$ cat config.mk
export PLATFORM = sky130hd
export DESIGN_NAME = gpib_flags
export DESIGN_NICKNAME = d
export VERILOG_FILES = /design/src/gpib_flags_pkg.sv /design/src/pin_sync_if.sv /design/src/pin_sync.sv /design/src/gpib_flags.sv
export SDC_FILE = /design/constraint.sdc
export NUM_CORES = 1
export LEC_CHECK = 0
export ABC_AREA = 1
export CORE_MARGIN = 8
export CORE_UTILIZATION = 50
export DETAILED_ROUTE_END_ITERATION = 8
export DONT_BUFFER_PORTS = 1
export MAX_ROUTING_LAYER = met4
export PLACE_DENSITY = 0.71
export SKIP_LAST_GASP = 1
export SYNTH_ARGS = -nofsm -noshare
export SYNTH_HDL_FRONTEND = slang
export SYNTH_SLANG_ARGS = --single-unit
$ cat constraint.sdc
create_clock -name clk -period 1.8 [get_ports clk]
set_input_delay 0.36 -clock clk [delete_from_list [all_inputs] [get_ports clk]]
set_output_delay 0.36 -clock clk [all_outputs]
set_load 0.02 [all_outputs]
$ cat src/gpib_flags_pkg.sv
/*
 * Constants shared by the bus-interface flag block and its pin synchroniser.
 * Assumes a single 125 MHz clock and a word-free 4-bit register port.
 */
package gpib_flags_pkg;

    localparam int          ADDR_W        = 4;
    localparam int          DATA_W        = 8;
    localparam int          SYNC_STAGES   = 3;

    // Register offsets
    localparam logic [3:0]  OFS_CTRL      = 4'h0;
    localparam logic [3:0]  OFS_STATUS    = 4'h1;
    localparam logic [3:0]  OFS_SW_LOWER  = 4'h2;
    localparam logic [3:0]  OFS_SW_UPPER  = 4'h3;

    // Control register write bits (command strobes plus one stored level)
    localparam int          CTL_REN_SET   = 0;
    localparam int          CTL_REN_CLR   = 1;
    localparam int          CTL_SPL_SET   = 2;
    localparam int          CTL_SPL_CLR   = 3;
    localparam int          CTL_SRQ       = 4;

    // Status register bit positions
    localparam int          ST_REN_FLAG   = 0;
    localparam int          ST_SPL_FLAG   = 1;
    localparam int          ST_TALK       = 2;
    localparam int          ST_LISTEN     = 3;
    localparam int          ST_REMOTE     = 4;
    localparam int          ST_IFC        = 5;
    localparam int          ST_REN_LINE   = 6;
    localparam int          ST_SRQ        = 7;

    // Upper switch readback bit positions
    localparam int          UP_SW_E       = 0;
    localparam int          UP_LON        = 1;
    localparam int          UP_TON        = 2;
    localparam int          UP_SRQ        = 3;

    // Synchronised pin vector layout
    localparam int          PIN_REN_N     = 0;
    localparam int          PIN_IFC_N     = 1;
    localparam int          PIN_SW_LO     = 2;
    localparam int          PIN_LON       = 7;
    localparam int          PIN_TON       = 8;
    localparam int          PIN_W         = 9;

    // Reset values
    localparam logic [8:0]  PIN_RST_VAL   = 9'h1FF;
    localparam logic [7:0]  RDATA_RST_VAL = 8'h00;

endpackage : gpib_flags_pkg

$ cat src/pin_sync_if.sv
/*
 * Bundle between the flag block and its pin synchroniser.
 * Assumes raw pins arrive asynchronously; clean is in the clk domain.
 */
`timescale 1ns/1ps
interface pin_sync_if #(parameter int W = 9);
    logic [W-1:0] raw;
    logic [W-1:0] clean;

    modport sync (input raw, output clean);
    modport user (output raw, input clean);
endinterface : pin_sync_if

$ cat src/pin_sync.sv
/*
 * Three-stage pin synchroniser; a change is accepted once the second
 * and third stages agree. Assumes pins idle at the reset value.
 */
`timescale 1ns/1ps
module pin_sync
    import gpib_flags_pkg::*;
#(
    parameter int             W       = PIN_W,
    parameter logic [W-1:0]   RST_VAL = PIN_RST_VAL
) (
    input  wire logic clk,
    input  wire logic rst,
    pin_sync_if.sync  pins
);
    logic [W-1:0] s1_reg;
    logic [W-1:0] s2_reg;
    logic [W-1:0] s3_reg;
    logic [W-1:0] clean_reg;
    logic [W-1:0] clean_next;
    logic [W-1:0] agree;

    assign agree      = ~(s2_reg ^ s3_reg);
    assign clean_next = (agree & s3_reg) | (~agree & clean_reg);
    assign pins.clean = clean_reg;

    always_ff @(posedge clk or posedge rst) begin
        if (rst) begin
            s1_reg    <= RST_VAL;
            s2_reg    <= RST_VAL;
            s3_reg    <= RST_VAL;
            clean_reg <= RST_VAL;
        end else begin
            s1_reg    <= pins.raw;
            s2_reg    <= s1_reg;
            s3_reg    <= s2_reg;
            clean_reg <= clean_next;
        end
    end

endmodule : pin_sync

$ cat src/gpib_flags.sv
/*
 * Interface-side control flags of an instrument bus port: remote enable,
 * serial poll, talk and listen flags, service request drive and the
 * address switch readback. Assumes the handshake and command decode sit
 * outside and present one-cycle pulses on clk; bus pins are asynchronous.
 */
`timescale 1ns/1ps
module gpib_flags
    import gpib_flags_pkg::*;
(
    input  wire logic              clk,
    input  wire logic              rst,
    input  wire logic              ren_n,
    input  wire logic              ifc_n,
    input  wire logic [4:0]        bus_address_switches,
    input  wire logic              talk_only_switch,
    input  wire logic              listen_only_switch,
    input  wire logic              my_talk_addr,
    input  wire logic              my_listen_addr,
    input  wire logic              untalk_cmd,
    input  wire logic              unlisten_cmd,
    input  wire logic              spe_cmd,
    input  wire logic              spd_cmd,
    input  wire logic [ADDR_W-1:0] reg_addr,
    input  wire logic [DATA_W-1:0] reg_wdata,
    input  wire logic              reg_wr,
    input  wire logic              reg_rd,
    output logic      [DATA_W-1:0] reg_rdata,
    output logic                   cpu_int,
    output logic                   srq_n_o,
    output logic                   srq_n_oe,
    output logic                   remote_led,
    output logic                   talk_flag,
    output logic                   listen_flag,
    output logic                   send_status_byte
);

    ////////////////////////////////////////////////////////////////////////
    // Pin synchronisers

    pin_sync_if #(.W(PIN_W)) pins ();

    // The end-of-message line has no input here; no flag sees it
    assign pins.raw = {talk_only_switch, listen_only_switch,
                       bus_address_switches, ifc_n, ren_n};

    pin_sync #(.W(PIN_W), .RST_VAL(PIN_RST_VAL)) u_sync (
        .clk  (clk),
        .rst  (rst),
        .pins (pins)
    );

    logic       ren_true;
    logic       ifc_true;
    logic [4:0] sw_addr;
    logic       sw_ton;
    logic       sw_lon;

    assign ren_true = ~pins.clean[PIN_REN_N];
    assign ifc_true = ~pins.clean[PIN_IFC_N];
    assign sw_addr  = pins.clean[PIN_SW_LO +: 5];
    assign sw_ton   = pins.clean[PIN_TON];
    assign sw_lon   = pins.clean[PIN_LON];

    ////////////////////////////////////////////////////////////////////////
    // Register port decode

    logic       sel_ctrl;
    logic       sel_status;
    logic       readback_select_lower;
    logic       readback_select_upper;
    logic       ctrl_wr;
    logic       ren_set_cmd;
    logic       ren_clr_cmd;
    logic       spl_set_cmd;
    logic       spl_clr_cmd;

    assign sel_ctrl              = reg_addr == OFS_CTRL;
    assign sel_status            = reg_addr == OFS_STATUS;
    assign readback_select_lower = reg_rd && reg_addr == OFS_SW_LOWER;
    assign readback_select_upper = reg_rd && reg_addr == OFS_SW_UPPER;
    assign ctrl_wr               = reg_wr && sel_ctrl;
    assign ren_set_cmd           = ctrl_wr && reg_wdata[CTL_REN_SET];
    assign ren_clr_cmd           = ctrl_wr && reg_wdata[CTL_REN_CLR];
    assign spl_set_cmd           = ctrl_wr && reg_wdata[CTL_SPL_SET];
    assign spl_clr_cmd           = ctrl_wr && reg_wdata[CTL_SPL_CLR];

    ////////////////////////////////////////////////////////////////////////
    // Flag next-state logic

    logic ren_flag_reg;
    logic ren_flag_next;
    logic spl_flag_reg;
    logic spl_flag_next;
    logic talk_reg;
    logic talk_next;
    logic listen_reg;
    logic listen_next;
    logic remote_reg;
    logic remote_next;
    logic srq_reg;
    logic srq_next;
    logic stsel_reg;
    logic stsel_next;
    logic int_reg;
    logic int_next;
    logic cmp_en;

    // Hardware holds win; a set beats a clear in the same cycle
    assign ren_flag_next = !ren_true ? 1'b0 :
                           ren_set_cmd ? 1'b1 :
                           ren_clr_cmd ? 1'b0 : ren_flag_reg;

    assign spl_flag_next = ifc_true ? 1'b0 :
                           spl_set_cmd ? 1'b1 :
                           spl_clr_cmd ? 1'b0 : spl_flag_reg;

    // Address comparator is disabled while IFC is true
    assign cmp_en = !ifc_true;

    assign talk_next   = ifc_true ? 1'b0 :
                         (cmp_en && my_talk_addr) ? 1'b1 :
                         (cmp_en && (untalk_cmd || my_listen_addr)) ? 1'b0 :
                         talk_reg;
    assign listen_next = ifc_true ? 1'b0 :
                         (cmp_en && my_listen_addr) ? 1'b1 :
                         (cmp_en && unlisten_cmd) ? 1'b0 :
                         listen_reg;

    // Remote mode follows listen addressing with remote enable granted
    assign remote_next = !ren_flag_reg ? 1'b0 :
                         listen_reg ? 1'b1 : remote_reg;

    assign srq_next = ctrl_wr ? reg_wdata[CTL_SRQ] : srq_reg;

    // Talk addressing latches which data source is sent
    assign stsel_next = !talk_next ? 1'b0 :
                        (cmp_en && my_talk_addr) ? spl_flag_reg :
                        stsel_reg;

    assign int_next = cmp_en &&
                      (my_listen_addr || spe_cmd || spd_cmd);

    always_ff @(posedge clk or posedge rst) begin
        if (rst) begin
            ren_flag_reg <= 1'b0;
            spl_flag_reg <= 1'b0;
            talk_reg     <= 1'b0;
            listen_reg   <= 1'b0;
            remote_reg   <= 1'b0;
            srq_reg      <= 1'b0;
            stsel_reg    <= 1'b0;
            int_reg      <= 1'b0;
        end else begin
            ren_flag_reg <= ren_flag_next;
            spl_flag_reg <= spl_flag_next;
            talk_reg     <= talk_next;
            listen_reg   <= listen_next;
            remote_reg   <= remote_next;
            srq_reg      <= srq_next;
            stsel_reg    <= stsel_next;
            int_reg      <= int_next;
        end
    end

    ////////////////////////////////////////////////////////////////////////
    // Read data

    logic [DATA_W-1:0] status_word;
    logic [DATA_W-1:0] lower_word;
    logic [DATA_W-1:0] upper_word;
    logic [DATA_W-1:0] rdata_next;
    logic [DATA_W-1:0] rdata_reg;

    assign status_word = {srq_reg, ren_true, ifc_true, remote_reg,
                          listen_reg, talk_reg, spl_flag_reg, ren_flag_reg};
    assign lower_word  = {4'h0, sw_addr[3:0]};
    assign upper_word  = {4'h0, srq_reg, sw_ton, sw_lon,
                          sw_addr[4]};

    // Each select strobe gates only its own switch group
    assign rdata_next = (reg_rd && sel_status) ? status_word :
                        readback_select_lower  ? lower_word :
                        readback_select_upper  ? upper_word :
                        (reg_rd && sel_ctrl)   ? {3'h0, srq_reg, 4'h0} :
                        RDATA_RST_VAL;

    always_ff @(posedge clk or posedge rst) begin
        if (rst) begin
            rdata_reg <= RDATA_RST_VAL;
        end else begin
            rdata_reg <= rdata_next;
        end
    end

    ////////////////////////////////////////////////////////////////////////
    // Outputs

    logic srq_oe_reg;
    logic srq_o_reg;

    always_ff @(posedge clk or posedge rst) begin
        if (rst) begin
            srq_oe_reg <= 1'b0;
            srq_o_reg  <= 1'b0;
        end else begin
            srq_oe_reg <= srq_next;
            srq_o_reg  <= 1'b0;
        end
    end

    assign reg_rdata        = rdata_reg;
    assign cpu_int          = int_reg;
    assign srq_n_o          = srq_o_reg;
    assign srq_n_oe         = srq_oe_reg;
    assign remote_led       = remote_reg;
    assign talk_flag        = talk_reg;
    assign listen_flag      = listen_reg;
    assign send_status_byte = stsel_reg;

    ////////////////////////////////////////////////////////////////////////
    // Assertions

    AST_REN_HELD: assert property (@(posedge clk) disable iff (rst)
        !ren_true |=> !ren_flag_reg)
        else $error("remote enable flag set while REN false");

    AST_REN_SET: assert property (@(posedge clk) disable iff (rst)
        (ren_true && ren_set_cmd) |=> ren_flag_reg)
        else $error("remote enable flag not set on command");

    AST_LISTEN_INT: assert property (@(posedge clk) disable iff (rst)
        (my_listen_addr && !ifc_true) |=> cpu_int)
        else $error("no interrupt on listen address");

    AST_REMOTE: assert property (@(posedge clk) disable iff (rst)
        remote_led |-> $past(ren_flag_reg))
        else $error("remote mode without remote enable flag");

    AST_REMOTE_ON: assert property (@(posedge clk) disable iff (rst)
        (listen_flag && ren_flag_reg && ren_true) |=> remote_led)
        else $error("remote mode not entered");

    AST_SPE_INT: assert property (@(posedge clk) disable iff (rst)
        (spe_cmd && !ifc_true) |=> cpu_int)
        else $error("no interrupt on serial poll enable");

    AST_SPL_IFC: assert property (@(posedge clk) disable iff (rst)
        ifc_true |=> !spl_flag_reg)
        else $error("serial poll flag set during IFC");

    AST_STSEL: assert property (@(posedge clk) disable iff (rst)
        (my_talk_addr && !ifc_true) |=> send_status_byte == $past(spl_flag_reg))
        else $error("wrong data source chosen on talk address");

    AST_SPL_CLR: assert property (@(posedge clk) disable iff (rst)
        (spl_clr_cmd && !spl_set_cmd) |=> !spl_flag_reg)
        else $error("serial poll flag not cleared");

    AST_SRQ: assert property (@(posedge clk) disable iff (rst)
        $rose(srq_n_oe) |-> $past(ctrl_wr) && $past(reg_wdata[CTL_SRQ])
            && !srq_n_o)
        else $error("SRQ driven without command");

    AST_IFC_FLAGS: assert property (@(posedge clk) disable iff (rst)
        ifc_true |=> !talk_flag && !listen_flag)
        else $error("talk or listen flag alive during IFC");

    AST_RB_UPPER: assert property (@(posedge clk) disable iff (rst)
        readback_select_upper |=> reg_rdata[UP_SRQ] == $past(srq_reg))
        else $error("upper readback lacks service request state");

    AST_RB_LOWER: assert property (@(posedge clk) disable iff (rst)
        readback_select_lower |=> reg_rdata[7:4] == 4'h0
            && reg_rdata[3:0] == $past(sw_addr[3:0]))
        else $error("lower readback shows wrong switch group");

    AST_RB_IDLE: assert property (@(posedge clk) disable iff (rst)
        !reg_rd |=> reg_rdata == RDATA_RST_VAL)
        else $error("read data driven without a read strobe");

    AST_SPD_INT: assert property (@(posedge clk) disable iff (rst)
        (spd_cmd && !ifc_true) |=> cpu_int)
        else $error("no interrupt on serial poll disable");

    AST_SPL_SET: assert property (@(posedge clk) disable iff (rst)
        (spl_set_cmd && !ifc_true) |=> spl_flag_reg)
        else $error("serial poll flag not set while IFC false");

endmodule : gpib_flags

# Word level (Yosys, flattened, before mapping)
# Cells that the tools add are included.
# op_classes
n_reduce_logical	19
n_bitwise	8
n_eq_ne	7
muxes	20
# op_table
cell	n
$and A9 B9 Y9	2
$not A9 Y9	2
$mux W1	16
$mux W5	3
$logic_and A1 B1 Y1	14
$or A9 B9 Y9	1
$xor A9 B9 Y9	1
$eq A4 B2 Y1 const B	2
$mux W8	1
$ne A3 B3 Y1 const B	2
$eq A4 B1 Y1 const B	1
$logic_not A4 Y1	1
$ne A2 B1 Y1 const B	2
$logic_or A1 B1 Y1	3
$reduce_bool A3 Y1	1
$not A1 Y1	2
# word_totals
in_bits	31
reg_bits	52
output_inout_bits	15

# Logic depth before layout (Yosys ltp)
# Gate-level depths: netlist of the first run.
# logic_depth
word_depth	6
ltp_mapped	6
depth_no_buf	5

# Modules after synthesis
# From an unflattened synthesis of the first run, not the netlist that was laid out.
# unflattened
hier_cells	153
hier_area_um2	1806.7
# modules_own_cells
module	cells_per_inst	area_each_um2	n_inst
pin_sync	73	1096.1	1
gpib_flags	80	710.7	1

# Worst setup path before layout of the first run
# No wires, ideal clock.
# synth_path
kind	input port to flip-flop
start	input reg_addr[3]
end	register rdata_reg[3] (netlist: reg_rdata[3])
arrival_ns	0.902
setup_time_ns	0.069
path_slack_ns	0.829
path_stages	6
cell_sequence	nor2_1 -> buf_4 -> nand2_2 -> nor2_4 -> nand2_1 -> nand3_1
# synth_via
elab_chain_cells	5
# synth_lines
item	line_no	source
start: declaration	gpib_flags.sv:24	input wire logic [ADDR_W-1:0] reg_addr,
$eq A4 B2 Y1	gpib_flags.sv:81	assign readback_select_upper = reg_rd && reg_addr == OFS_SW_UPPER;
$logic_and A1 B1 Y1	gpib_flags.sv:81	
$mux W5	gpib_flags.sv:184	readback_select_upper ? upper_word :
$mux W5	gpib_flags.sv:183	readback_select_lower ? lower_word :
$mux W8 (*)	gpib_flags.sv:182	assign rdata_next = (reg_rd && sel_status) ? status_word :
via rdata_next[3]	gpib_flags.sv:172	logic [DATA_W-1:0] rdata_next;
end signal: assignment	gpib_flags.sv:192	rdata_reg <= rdata_next;
end: declaration	gpib_flags.sv:173	logic [DATA_W-1:0] rdata_reg;
# The timed path passes the listed nets; every way through them passes the cells marked *.
# A chain may end at the register's enable or synchronous reset.

==> results of run 1 <==
power groups by stage:
| stage | clock network [W] | logic (W) | registers [W] |
|---|---|---|---|
| after floorplan | 0 | 0.0000691 | 0.00134 |
| after global placement | 0 | 0.0000794 | 0.00136 |
| after detailed placement | 0 | 0.0000845 | 0.00136 |
| after CTS | 0.000502 | 0.000102 | 0.00134 |
| after global routing | 0.000543 | 0.000114 | 0.00135 |
| final | 0.000477 | 0.0000992 | 0.00134 |
cells by family after synthesis:
group / share of synthesized area, %
other cells: 0.215
fa+ha+maj: 5.16
compound gates: 2.58
buf+inv: 2.58
flops: 77.1
simple gates: 12.4
cell type report:
| type | count | area (um^2) |
|---|---|---|
| Fill cell | 265 | 1380 |
| Sequential cell | 52 | 1350 |
| Multi-Input combinational cell | 63 | 355 |
| Timing Repair Buffer | 13 | 123 |
| Tap cell | 46 | 57.6 |
| Clock buffer | 7 | 45.0 |
| Inverter | 8 | 30.0 |
| Clock inverter | 1 | 5.00 |
worst min path at each step:
stage	endpoint	slack, ns	depth (start not counted)
after global routing	talk_flag	0.03	1
after global placement	u_sync.s1_reg[1]	0.34	1
after floorplan	u_sync.s2_reg[0]	0.35	0
after detailed placement	u_sync.s1_reg[1]	0.35	1
after CTS	talk_flag	0.05	1
final	talk_flag	0.07	1
Yosys cell counts (2+ instances only):
cell                      number
sky130_fd_sc_hd__dfstp_2      36
sky130_fd_sc_hd__buf_4         2
sky130_fd_sc_hd__nand3_1       6
sky130_fd_sc_hd__maj3_1        9
sky130_fd_sc_hd__inv_1         7
sky130_fd_sc_hd__nand4_1       8
sky130_fd_sc_hd__nand2_1      19
sky130_fd_sc_hd__nor2_1        8
sky130_fd_sc_hd__dfrtp_1      16
sky130_fd_sc_hd__a21oi_1       4
sky130_fd_sc_hd__nor2_2        2
per-layer routing:
layer | up-vias | GRT usage (%)
met4 | 0 | 6.09
met1 | 472 | 12.6
met3 | 7 | 5.06
met5 | - | -
met2 | 42 | 15.4
li1 | 447 | -
stage by stage:
stage | hold slack (ns) | cells
final | 0.0721 | 190
after global routing | 0.0306 | 190
after CTS | 0.0549 | 190
after detailed placement | 0.347 | 172
after global placement | 0.341 | 172
after floorplan | 0.345 | 125
==> results.sh, run 1 <==
export IMPL_detail_route_wl_per_cell_um=14.6
export IMPL_share_seq_of_total_power_pct=69.9
export IMPL_final_cell_mix="sky130_fd_sc_hd__dfstp_2, sky130_fd_sc_hd__nand2_1, sky130_fd_sc_hd__dfrtp_1, sky130_fd_sc_hd__dlygate4sd3_1, sky130_fd_sc_hd__maj3_1"
export IMPL_pin_count=46
export IMPL_cts_root_buffer="sky130_fd_sc_hd__clkbuf_4"
export IMPL_critPathRequiredTime_ns=1.44
export IMPL_drive_gt1_share_pct=36.1
export IMPL_antenna_cells=0
export IMPL_cts_hold_repair_buffers=10
export IMPL_synth_top_cell_by_area="sky130_fd_sc_hd__dfstp_2"
export IMPL_worst_supply_voltage_drop_on_vdd_uv=585
export IMPL_postCtsSetupBuffers=0
export IMPL_topRoutingLayerUsed="met4"
export IMPL_timing_reg2reg_worst_path_depth=4
export IMPL_finalSetupTns_ns=0
export IMPL_critical_path_startpoint_type="register"
export IMPL_h_tree_depth=2
export IMPL_preCtsSetupSlack_ns=0.597
export IMPL_critical_path_startpoint="srq_reg"
export IMPL_slew_violations=0
export IMPL_power_per_cell_area_mw_per_mm2=975
export IMPL_min_period_ns=1.27
export IMPL_timing_critical_path_fanout_max=4
export IMPL_die_area_mm2=0.00564
export IMPL_edff_count_synth=0
export IMPL_r2r_setup_slack_ns=0.75
export IMPL_drc_errors=0
export IMPL_final_design_area_no_fill_mm2=0.00196
export IMPL_core_area_mm2=0.00334
export IMPL_clock_latency_ns=0.36
export IMPL_holdCritPathClass="in2reg"
export IMPL_timing_max_cap_violations=0
export IMPL_syn_instance_count=125
export IMPL_leading_cell_type_in_the_layout_fill_and_taps_excluded="sky130_fd_sc_hd__dfstp_2"
export IMPL_postSynth_asyncResetShare_pct=100
export IMPL_finalPower_w=0.00191
export IMPL_synth_cell_types=19
export IMPL_critical_path_reg2reg_endpoint="send_status_byte"
export IMPL_grt_remaining_overflow=0
export IMPL_grt_max_degree=25
export IMPL_synthesis_area_per_instance_um2=14.0
export IMPL_cts_buffer_depth=2
export IMPL_setup_ws_ns=0.535
export IMPL_synth_main_ff_cell="sky130_fd_sc_hd__dfstp_2"
export IMPL_final_hold_viol_count=0
export IMPL_netSwitchingFraction_pct=23.1
export IMPL_detail_route_first_pass_iterations=4
export IMPL_drt_initial_drc_count=106
export IMPL_global_route_usage_total_pct=10.9
export IMPL_tritoncts="yes"
export IMPL_wire_length_of_the_first_global_routing_pass_mm=4.43
export IMPL_die_w_um=75.1
export IMPL_fin_skew_ns=0.0166
export IMPL_power_frac_comb_pct=5.2
export IMPL_postSynthNetCount=156
export IMPL_timing_setup_critical_path_class="reg2out"
export IMPL_timing_critical_path_to_type="output pin"
export IMPL_ffs_latches_synth=52
export IMPL_number_of_global_route_vias_before_repair=972
export IMPL_cts_resized=0
export IMPL_power_switching_w=0.000441
export IMPL_number_of_antenna_violations_at_the_first_check_in_global_routing=0
export IMPL_rsz_0062_raised_after_global_routing="false"
export IMPL_floorplan_initialDensity_pct=52.3
export IMPL_final_min_period_over_clock_period_pct=70.3
export IMPL_synth_sequential_area_ratio_pct=77.1
export IMPL_p_leak_nw=0.832
export IMPL_fmaxAchievable_mhz=790
export IMPL_mappedNetlistArea_mm2=0.00175
export IMPL_die_height_um=75.1
export IMPL_synth_area_leaders="sky130_fd_sc_hd__dfstp_2, sky130_fd_sc_hd__dfrtp_1, sky130_fd_sc_hd__maj3_1, sky130_fd_sc_hd__nand2_1, sky130_fd_sc_hd__nand4_1"
export IMPL_finish_net_count=174
export IMPL_detailroute_wirelength_met2_mm=1.34
export IMPL_area_growth_synth_to_final_pct=12.3
export IMPL_power_internal_w=0.00147
export IMPL_placement_io_buffers=0
export IMPL_worst_hold_startpoint="untalk_cmd"
export IMPL_met3_length_um=309
export IMPL_wirelength_mm=2.78
export IMPL_critical_path_depth=0
export IMPL_ys_warn_count=0
export IMPL_routed_via_density=5.09
export IMPL_hpwlAfterDp_mm=2.11
export IMPL_final_setup_viol_count=0
export IMPL_status="finished, final reports clean"
export IMPL_route_layer_met1_wl_mm=1.05
export IMPL_cp_endpoint="srq_n_oe"
export IMPL_worst_endpoint_arrival_ns=0.91
export IMPL_dpl_cell_area_mm2=0.00181
export IMPL_globalplace_congestion=0.847
export IMPL_tritoncts_num_sinks=52
export IMPL_num_cts_buffers=5
export IMPL_clk_pin_slew_worst_paths_ns=0.14
export IMPL_placement_rows=21
export IMPL_num_vias=968
export IMPL_finalCoreUtilization_pct=58.8
export IMPL_ant_nets=0
export IMPL_power_clock_fraction_pct=24.9
export IMPL_post_synth_top_area_fraction_pct=54.2
Note: power is estimated with default switching activity, not from simulation.
==> run 2, diff against run 1 <==
--- a/config.mk
+++ b/config.mk
@@ -11,7 +11,7 @@
 export DETAILED_ROUTE_END_ITERATION = 8
 export DONT_BUFFER_PORTS = 1
 export MAX_ROUTING_LAYER = met4
-export PLACE_DENSITY = 0.71
+export PLACE_DENSITY = 0.74
 export SKIP_LAST_GASP = 1
 export SYNTH_ARGS = -nofsm -noshare
 export SYNTH_HDL_FRONTEND = slang
==> constraint.sdc (replaced) <==
create_clock -name clk -period 1.1 [get_ports clk]
set_input_delay 0.22 -clock clk [delete_from_list [all_inputs] [get_ports clk]]
set_output_delay 0.22 -clock clk [all_outputs]
set_load 0.02 [all_outputs]
==> results.sh, run 2 (synthesized netlist as in run 1, its figures left out) <==
export IMPL_violations="setup timing"
export IMPL_critical_path_startpoint_type="register"
export IMPL_worst_supply_voltage_drop_on_vdd_uv=1070
export IMPL_critical_path_reg2reg_endpoint="send_status_byte"
export IMPL_finish_net_count=186
export IMPL_die_height_um=75.1
export IMPL_global_route_usage_total_pct=11.8
export IMPL_timing_max_cap_violations=0
export IMPL_leading_cell_type_in_the_layout_fill_and_taps_excluded="sky130_fd_sc_hd__dfstp_2"
export IMPL_fill_cells=238
export IMPL_number_of_global_route_vias_before_repair=1030
export IMPL_critPathRequiredTime_ns=0.88
export IMPL_worst_endpoint_arrival_ns=0.91
export IMPL_num_cts_buffers=5
export IMPL_detail_route_wl_per_cell_um=15.8
export IMPL_floorplan_initialDensity_pct=52.3
export IMPL_r2r_setup_slack_ns=0
export IMPL_power_per_cell_area_mw_per_mm2=1520
export IMPL_wirelength_mm=3.19
export IMPL_final_hold_viol_count=0
export IMPL_final_setup_viol_count=1
export IMPL_ant_nets=0
export IMPL_finalCoreUtilization_pct=63.7
export IMPL_holdCritPathClass="in2reg"
export IMPL_dpl_cell_area_mm2=0.00183
export IMPL_slew_violations=0
export IMPL_pin_count=46
export IMPL_final_cell_mix="sky130_fd_sc_hd__dfstp_2, sky130_fd_sc_hd__dlygate4sd3_1, sky130_fd_sc_hd__nand2_1, sky130_fd_sc_hd__dfrtp_2, sky130_fd_sc_hd__maj3_1"
export IMPL_drc_errors=0
export IMPL_timing_critical_path_to_type="output pin"
export IMPL_grt_remaining_overflow=0
export IMPL_groute_layer_met2_usage_pct=17.9
export IMPL_rsz_0062_raised_after_global_routing="true"
export IMPL_tritoncts_num_sinks=52
export IMPL_global_route_usage_met3_pct=5.46
export IMPL_tritoncts="yes"
export IMPL_cp_slowest_cell="sky130_fd_sc_hd__dfrtp_1"
export IMPL_cp_endpoint="talk_flag"
export IMPL_globalplace_congestion=0.809
export IMPL_grt_use_met1_pct=12.2
export IMPL_timing_setup_critical_path_class="reg2out"
export IMPL_die_area_mm2=0.00564
export IMPL_wire_length_of_the_first_global_routing_pass_mm=4.77
export IMPL_cts_root_buffer="sky130_fd_sc_hd__clkbuf_4"
export IMPL_p_leak_nw=0.878
export IMPL_clk_pin_slew_worst_paths_ns=0.14
export IMPL_crit_path_leading_delay_family="flip-flops"
export IMPL_crit_buf_inv=1
export IMPL_critical_path_depth=1
export IMPL_critical_path_max_stage_delay_ns=0.41
export IMPL_detail_route_first_pass_iterations=4
export IMPL_core_area_mm2=0.00334
export IMPL_placement_io_buffers=0
export IMPL_antenna_cells=0
export IMPL_final_min_period_over_clock_period_pct=103
export IMPL_timing_critical_path_fanout_max=2
export IMPL_drive_gt1_share_pct=42.9
export IMPL_cts_buffer_depth=2
export IMPL_drt_initial_drc_count=78
export IMPL_placement_rows=21
export IMPL_die_w_um=75.1
export IMPL_num_vias=1031
export IMPL_fmaxAchievable_mhz=883
export IMPL_hpwlAfterDp_mm=2.05
export IMPL_number_of_antenna_violations_at_the_first_check_in_global_routing=0
export IMPL_grt_most_used_layer="met2"
export IMPL_critical_path_cell_chain="buf_6"
export IMPL_fin_skew_ns=0.00578
export IMPL_min_period_ns=1.13
export IMPL_timing_reg2reg_worst_path_depth=4
export IMPL_routed_via_density=5.10
export IMPL_setup_ws_ns=-0.0331
export IMPL_final_design_area_no_fill_mm2=0.00213
export IMPL_status="finished, violations left"
export IMPL_area_growth_synth_to_final_pct=21.8
export IMPL_h_tree_depth=2
export IMPL_critical_path_startpoint="talk_flag"
export IMPL_grt_max_degree=53
export IMPL_clock_latency_ns=0.36
[run 2: cell count changes in the layout (fill, tap and decap cells not counted), sizes merged]
| cell | before | now |
|---|---|---|
| inv | 8 | 7 |
| buf | 3 | 5 |
| clkbuf | 7 | 5 |
| clkinv | 1 | 3 |
| clkinvlp | 0 | 1 |
| dlygate4sd3 | 10 | 20 |
[run 2: layer usage]
metal,wire length (um),vias up,share of wire (%)
met5,0,-,0
met4,110,0,3.5
met3,294,9,9.2
met2,1560,43,49
met1,1220,507,38
li1,-,472,-
[run 2: final cells by class]
class,instances,area (um^2),share of cell area [%]
multi-input combinational,63,367,17.2
tap,46,57.6,2.71
sequential,52,1360,63.9
inverter,8,33.8,1.59
timing repair buffer,25,254,11.9
clock buffer,5,37.5,1.76
clock inverter,3,18.8,0.882
[run 2: power breakdown]
part           internal, W  switching (W)
logic             0.000117       0.000117
clock network     0.000246       0.000559
registers          0.00209      0.0000990
total              0.00245       0.000775
[run 2: metrics by stage]
step / hold WS [ns] / worst slack (ns) / TNS [ns] / power [W] / cells
2_1_floorplan: 0.224 / 0.131 / 0 / 0.00231 / 125
3_3_place_gp: 0.173 / 0.103 / 0 / 0.00236 / 172
3_5_place_dp: 0.178 / 0.0365 / 0 / 0.00237 / 172
4_1_cts: 0.00262 / -0.0497 / -0.0497 / 0.00325 / 199
5_1_grt: 0.00144 / -0.0731 / -0.193 / 0.00339 / 202
6_report: 0.0269 / -0.0331 / -0.0331 / 0.00323 / 202
[run 2: timing repair]
item                                   in CTS  in global routing
gates resized for setup                     4                  9
setup endpoints to repair                   4                 12
hold buffers                               18                  2
pin swaps                                   0                  2
buffers inserted                            1                  1
endpoints found under the hold margin      32                  2
[run 2: worst min path at each step]
stage	startpoint	to	slack [ns]	cells after the start
finish	reg_addr[1]	reg_rdata[0]	0.03	2
global route	reg_addr[1]	reg_rdata[3]	0.001	2
CTS	reg_wr	spl_flag_reg	0.003	2
detailed placement	rst	listen_flag	0.18	2
global placement	rst	cpu_int	0.17	2
floorplan	ren_n	u_sync.s1_reg[0]	0.22	0
==> run 3, diff against run 2 <==
--- a/config.mk
+++ b/config.mk
@@ -6,12 +6,14 @@
 export NUM_CORES = 1
 export LEC_CHECK = 0
 export ABC_AREA = 1
+export CELL_PAD_IN_SITES_DETAIL_PLACEMENT = 0
+export CELL_PAD_IN_SITES_GLOBAL_PLACEMENT = 2
 export CORE_MARGIN = 8
-export CORE_UTILIZATION = 50
+export CORE_UTILIZATION = 40
 export DETAILED_ROUTE_END_ITERATION = 8
 export DONT_BUFFER_PORTS = 1
 export MAX_ROUTING_LAYER = met4
-export PLACE_DENSITY = 0.74
+export PLACE_DENSITY = 0.81
 export SKIP_LAST_GASP = 1
 export SYNTH_ARGS = -nofsm -noshare
 export SYNTH_HDL_FRONTEND = slang
==> constraint.sdc (replaced) <==
create_clock -name clk -period 1.2 [get_ports clk]
set_input_delay 0.24 -clock clk [delete_from_list [all_inputs] [get_ports clk]]
set_output_delay 0.24 -clock clk [all_outputs]
set_load 0.02 [all_outputs]
==> results.sh, run 3 (synthesized netlist as in run 1, its figures left out) <==
export IMPL_routed_via_density=4.83
export IMPL_timing_max_cap_violations=0
export IMPL_r2r_setup_slack_ns=0.15
export IMPL_final_cell_mix="sky130_fd_sc_hd__dfstp_2, sky130_fd_sc_hd__nand2_1, sky130_fd_sc_hd__dfrtp_1, sky130_fd_sc_hd__maj3_1, sky130_fd_sc_hd__dlygate4sd3_1"
export IMPL_area_growth_synth_to_final_pct=17.7
export IMPL_cts_root_buffer="sky130_fd_sc_hd__clkbuf_8"
export IMPL_timing_critical_path_to_type="output pin"
export IMPL_grt_most_used_layer="met2"
export IMPL_number_of_antenna_violations_at_the_first_check_in_global_routing=0
export IMPL_drive_gt1_share_pct=38.2
export IMPL_cts_buffer_depth=2
export IMPL_placement_rows=24
export IMPL_critical_path_startpoint="talk_flag"
export IMPL_timing_reg2reg_worst_path_depth=4
export IMPL_num_vias=946
export IMPL_final_hold_viol_count=0
export IMPL_final_setup_viol_count=0
export IMPL_p_leak_nw=0.867
export IMPL_drc_errors=0
export IMPL_preCtsSetupSlack_ns=0.165
export IMPL_setup_ws_ns=0.108
export IMPL_antenna_cells=0
export IMPL_h_tree_depth=2
export IMPL_grt_use_met1_pct=10.3
export IMPL_status="finished, final reports clean"
export IMPL_ff_latch_area_mm2=0.00135
export IMPL_critical_path_depth=1
export IMPL_finish_net_count=174
export IMPL_die_height_um=82.1
export IMPL_detail_route_first_pass_iterations=4
export IMPL_crit_buf_inv=1
export IMPL_groute_layer_met2_usage_pct=12.9
export IMPL_die_w_um=82.1
export IMPL_slew_violations=0
export IMPL_wirelength_mm=2.83
export IMPL_finalSetupTns_ns=0
export IMPL_timing_setup_critical_path_class="reg2out"
export IMPL_detail_route_wl_per_cell_um=14.4
export IMPL_critical_path_startpoint_type="register"
export IMPL_clk_pin_slew_worst_paths_ns=0.09
export IMPL_ant_nets=0
export IMPL_critPathRequiredTime_ns=0.96
export IMPL_tritoncts_num_sinks=52
export IMPL_footprint_of_the_multi_input_gates_um2=355
export IMPL_pin_count=46
export IMPL_final_min_period_over_clock_period_pct=91.0
export IMPL_worst_hold_startpoint="untalk_cmd"
export IMPL_holdCritPathClass="in2reg"
export IMPL_grt_remaining_overflow=0
export IMPL_cts_hold_repair_buffers=9
export IMPL_fmaxAchievable_mhz=916
export IMPL_crit_path_leading_delay_family="flip-flops"
export IMPL_global_route_usage_met3_pct=4.16
export IMPL_drt_initial_drc_count=39
export IMPL_worst_endpoint_arrival_ns=0.85
export IMPL_cts_resized=0
export IMPL_num_cts_buffers=5
export IMPL_wire_length_of_the_first_global_routing_pass_mm=4.35
export IMPL_cp_slowest_cell="sky130_fd_sc_hd__dfrtp_1"
export IMPL_global_route_usage_total_pct=8.90
export IMPL_die_area_mm2=0.00674
export IMPL_rsz_0062_raised_after_global_routing="false"
export IMPL_fin_skew_ns=0.00507
export IMPL_grt_max_degree=21
export IMPL_hpwlAfterDp_mm=2.12
export IMPL_power_per_cell_area_mw_per_mm2=1610
export IMPL_timing_critical_path_fanout_max=2
export IMPL_tritoncts="yes"
export IMPL_cp_endpoint="talk_flag"
export IMPL_postCtsSetupBuffers=0
export IMPL_critical_path_max_stage_delay_ns=0.39
export IMPL_number_of_global_route_vias_before_repair=953
export IMPL_fill_cells=380
export IMPL_floorplan_initialDensity_pct=40.7
export IMPL_critical_path_reg2reg_endpoint="send_status_byte"
export IMPL_critical_path_cell_chain="buf_4"
export IMPL_leading_cell_type_in_the_layout_fill_and_taps_excluded="sky130_fd_sc_hd__dfstp_2"
export IMPL_core_area_mm2=0.00429
export IMPL_clock_latency_ns=0.29
export IMPL_placement_io_buffers=0
export IMPL_worst_supply_voltage_drop_on_vdd_uv=894
export IMPL_globalplace_congestion=0.808
export IMPL_min_period_ns=1.09
[run 3: final cells by class]
type                    count  area share (%)
clock buffers               5            3.35
clock inverters             3            2.01
inverters                   8            1.64
multi-input cells          63            17.3
flip-flops and latches     52            65.5
well taps                  52            3.16
repair buffers             13            7.06
[run 3: worst min-delay path by stage]
stage                        to  slack (ns)  cells after the start
2_1_floorplan  u_sync.s1_reg[0]        0.24                      0
3_3_place_gp   u_sync.s1_reg[8]        0.24                      0
3_5_place_dp   u_sync.s1_reg[6]        0.24                      0
4_1_cts               talk_flag        0.01                      1
5_1_grt               talk_flag       0.008                      1
6_report              talk_flag        0.03                      1
[run 3: power breakdown]
group | total, W | leakage (nW) | switching, W | internal [W]
combinational | 0.000169 | 0.216 | 0.0000912 | 0.0000778
clock | 0.00115 | 0.0585 | 0.000530 | 0.000618
sequential | 0.00200 | 0.593 | 0.0000852 | 0.00191
total | 0.00331 | 0.867 | 0.000706 | 0.00261
[run 3: per-stage QoR]
| step | hold WS (ns) | power [W] | instance area, um^2 | std cells | utilization [%] |
|---|---|---|---|---|---|
| floorplan | 0.244 | 0.00212 | 1750 | 125 | - |
| global placement | 0.245 | 0.00217 | 1860 | 179 | 43.2 |
| detailed placement | 0.245 | 0.00218 | 1860 | 179 | 43.2 |
| CTS | 0.0144 | 0.00338 | 2060 | 196 | 47.9 |
| global route | 0.00809 | 0.00348 | 2060 | 196 | 47.9 |
| finish | 0.0253 | 0.00331 | 2060 | 196 | 47.9 |
[run 3: per-layer routing]
layer / part of all wire (%) / up-vias
li1: - / 446
met1: 40 / 453
met2: 47 / 40
met3: 11 / 7
met4: 1.9 / 0
met5: 0 / -
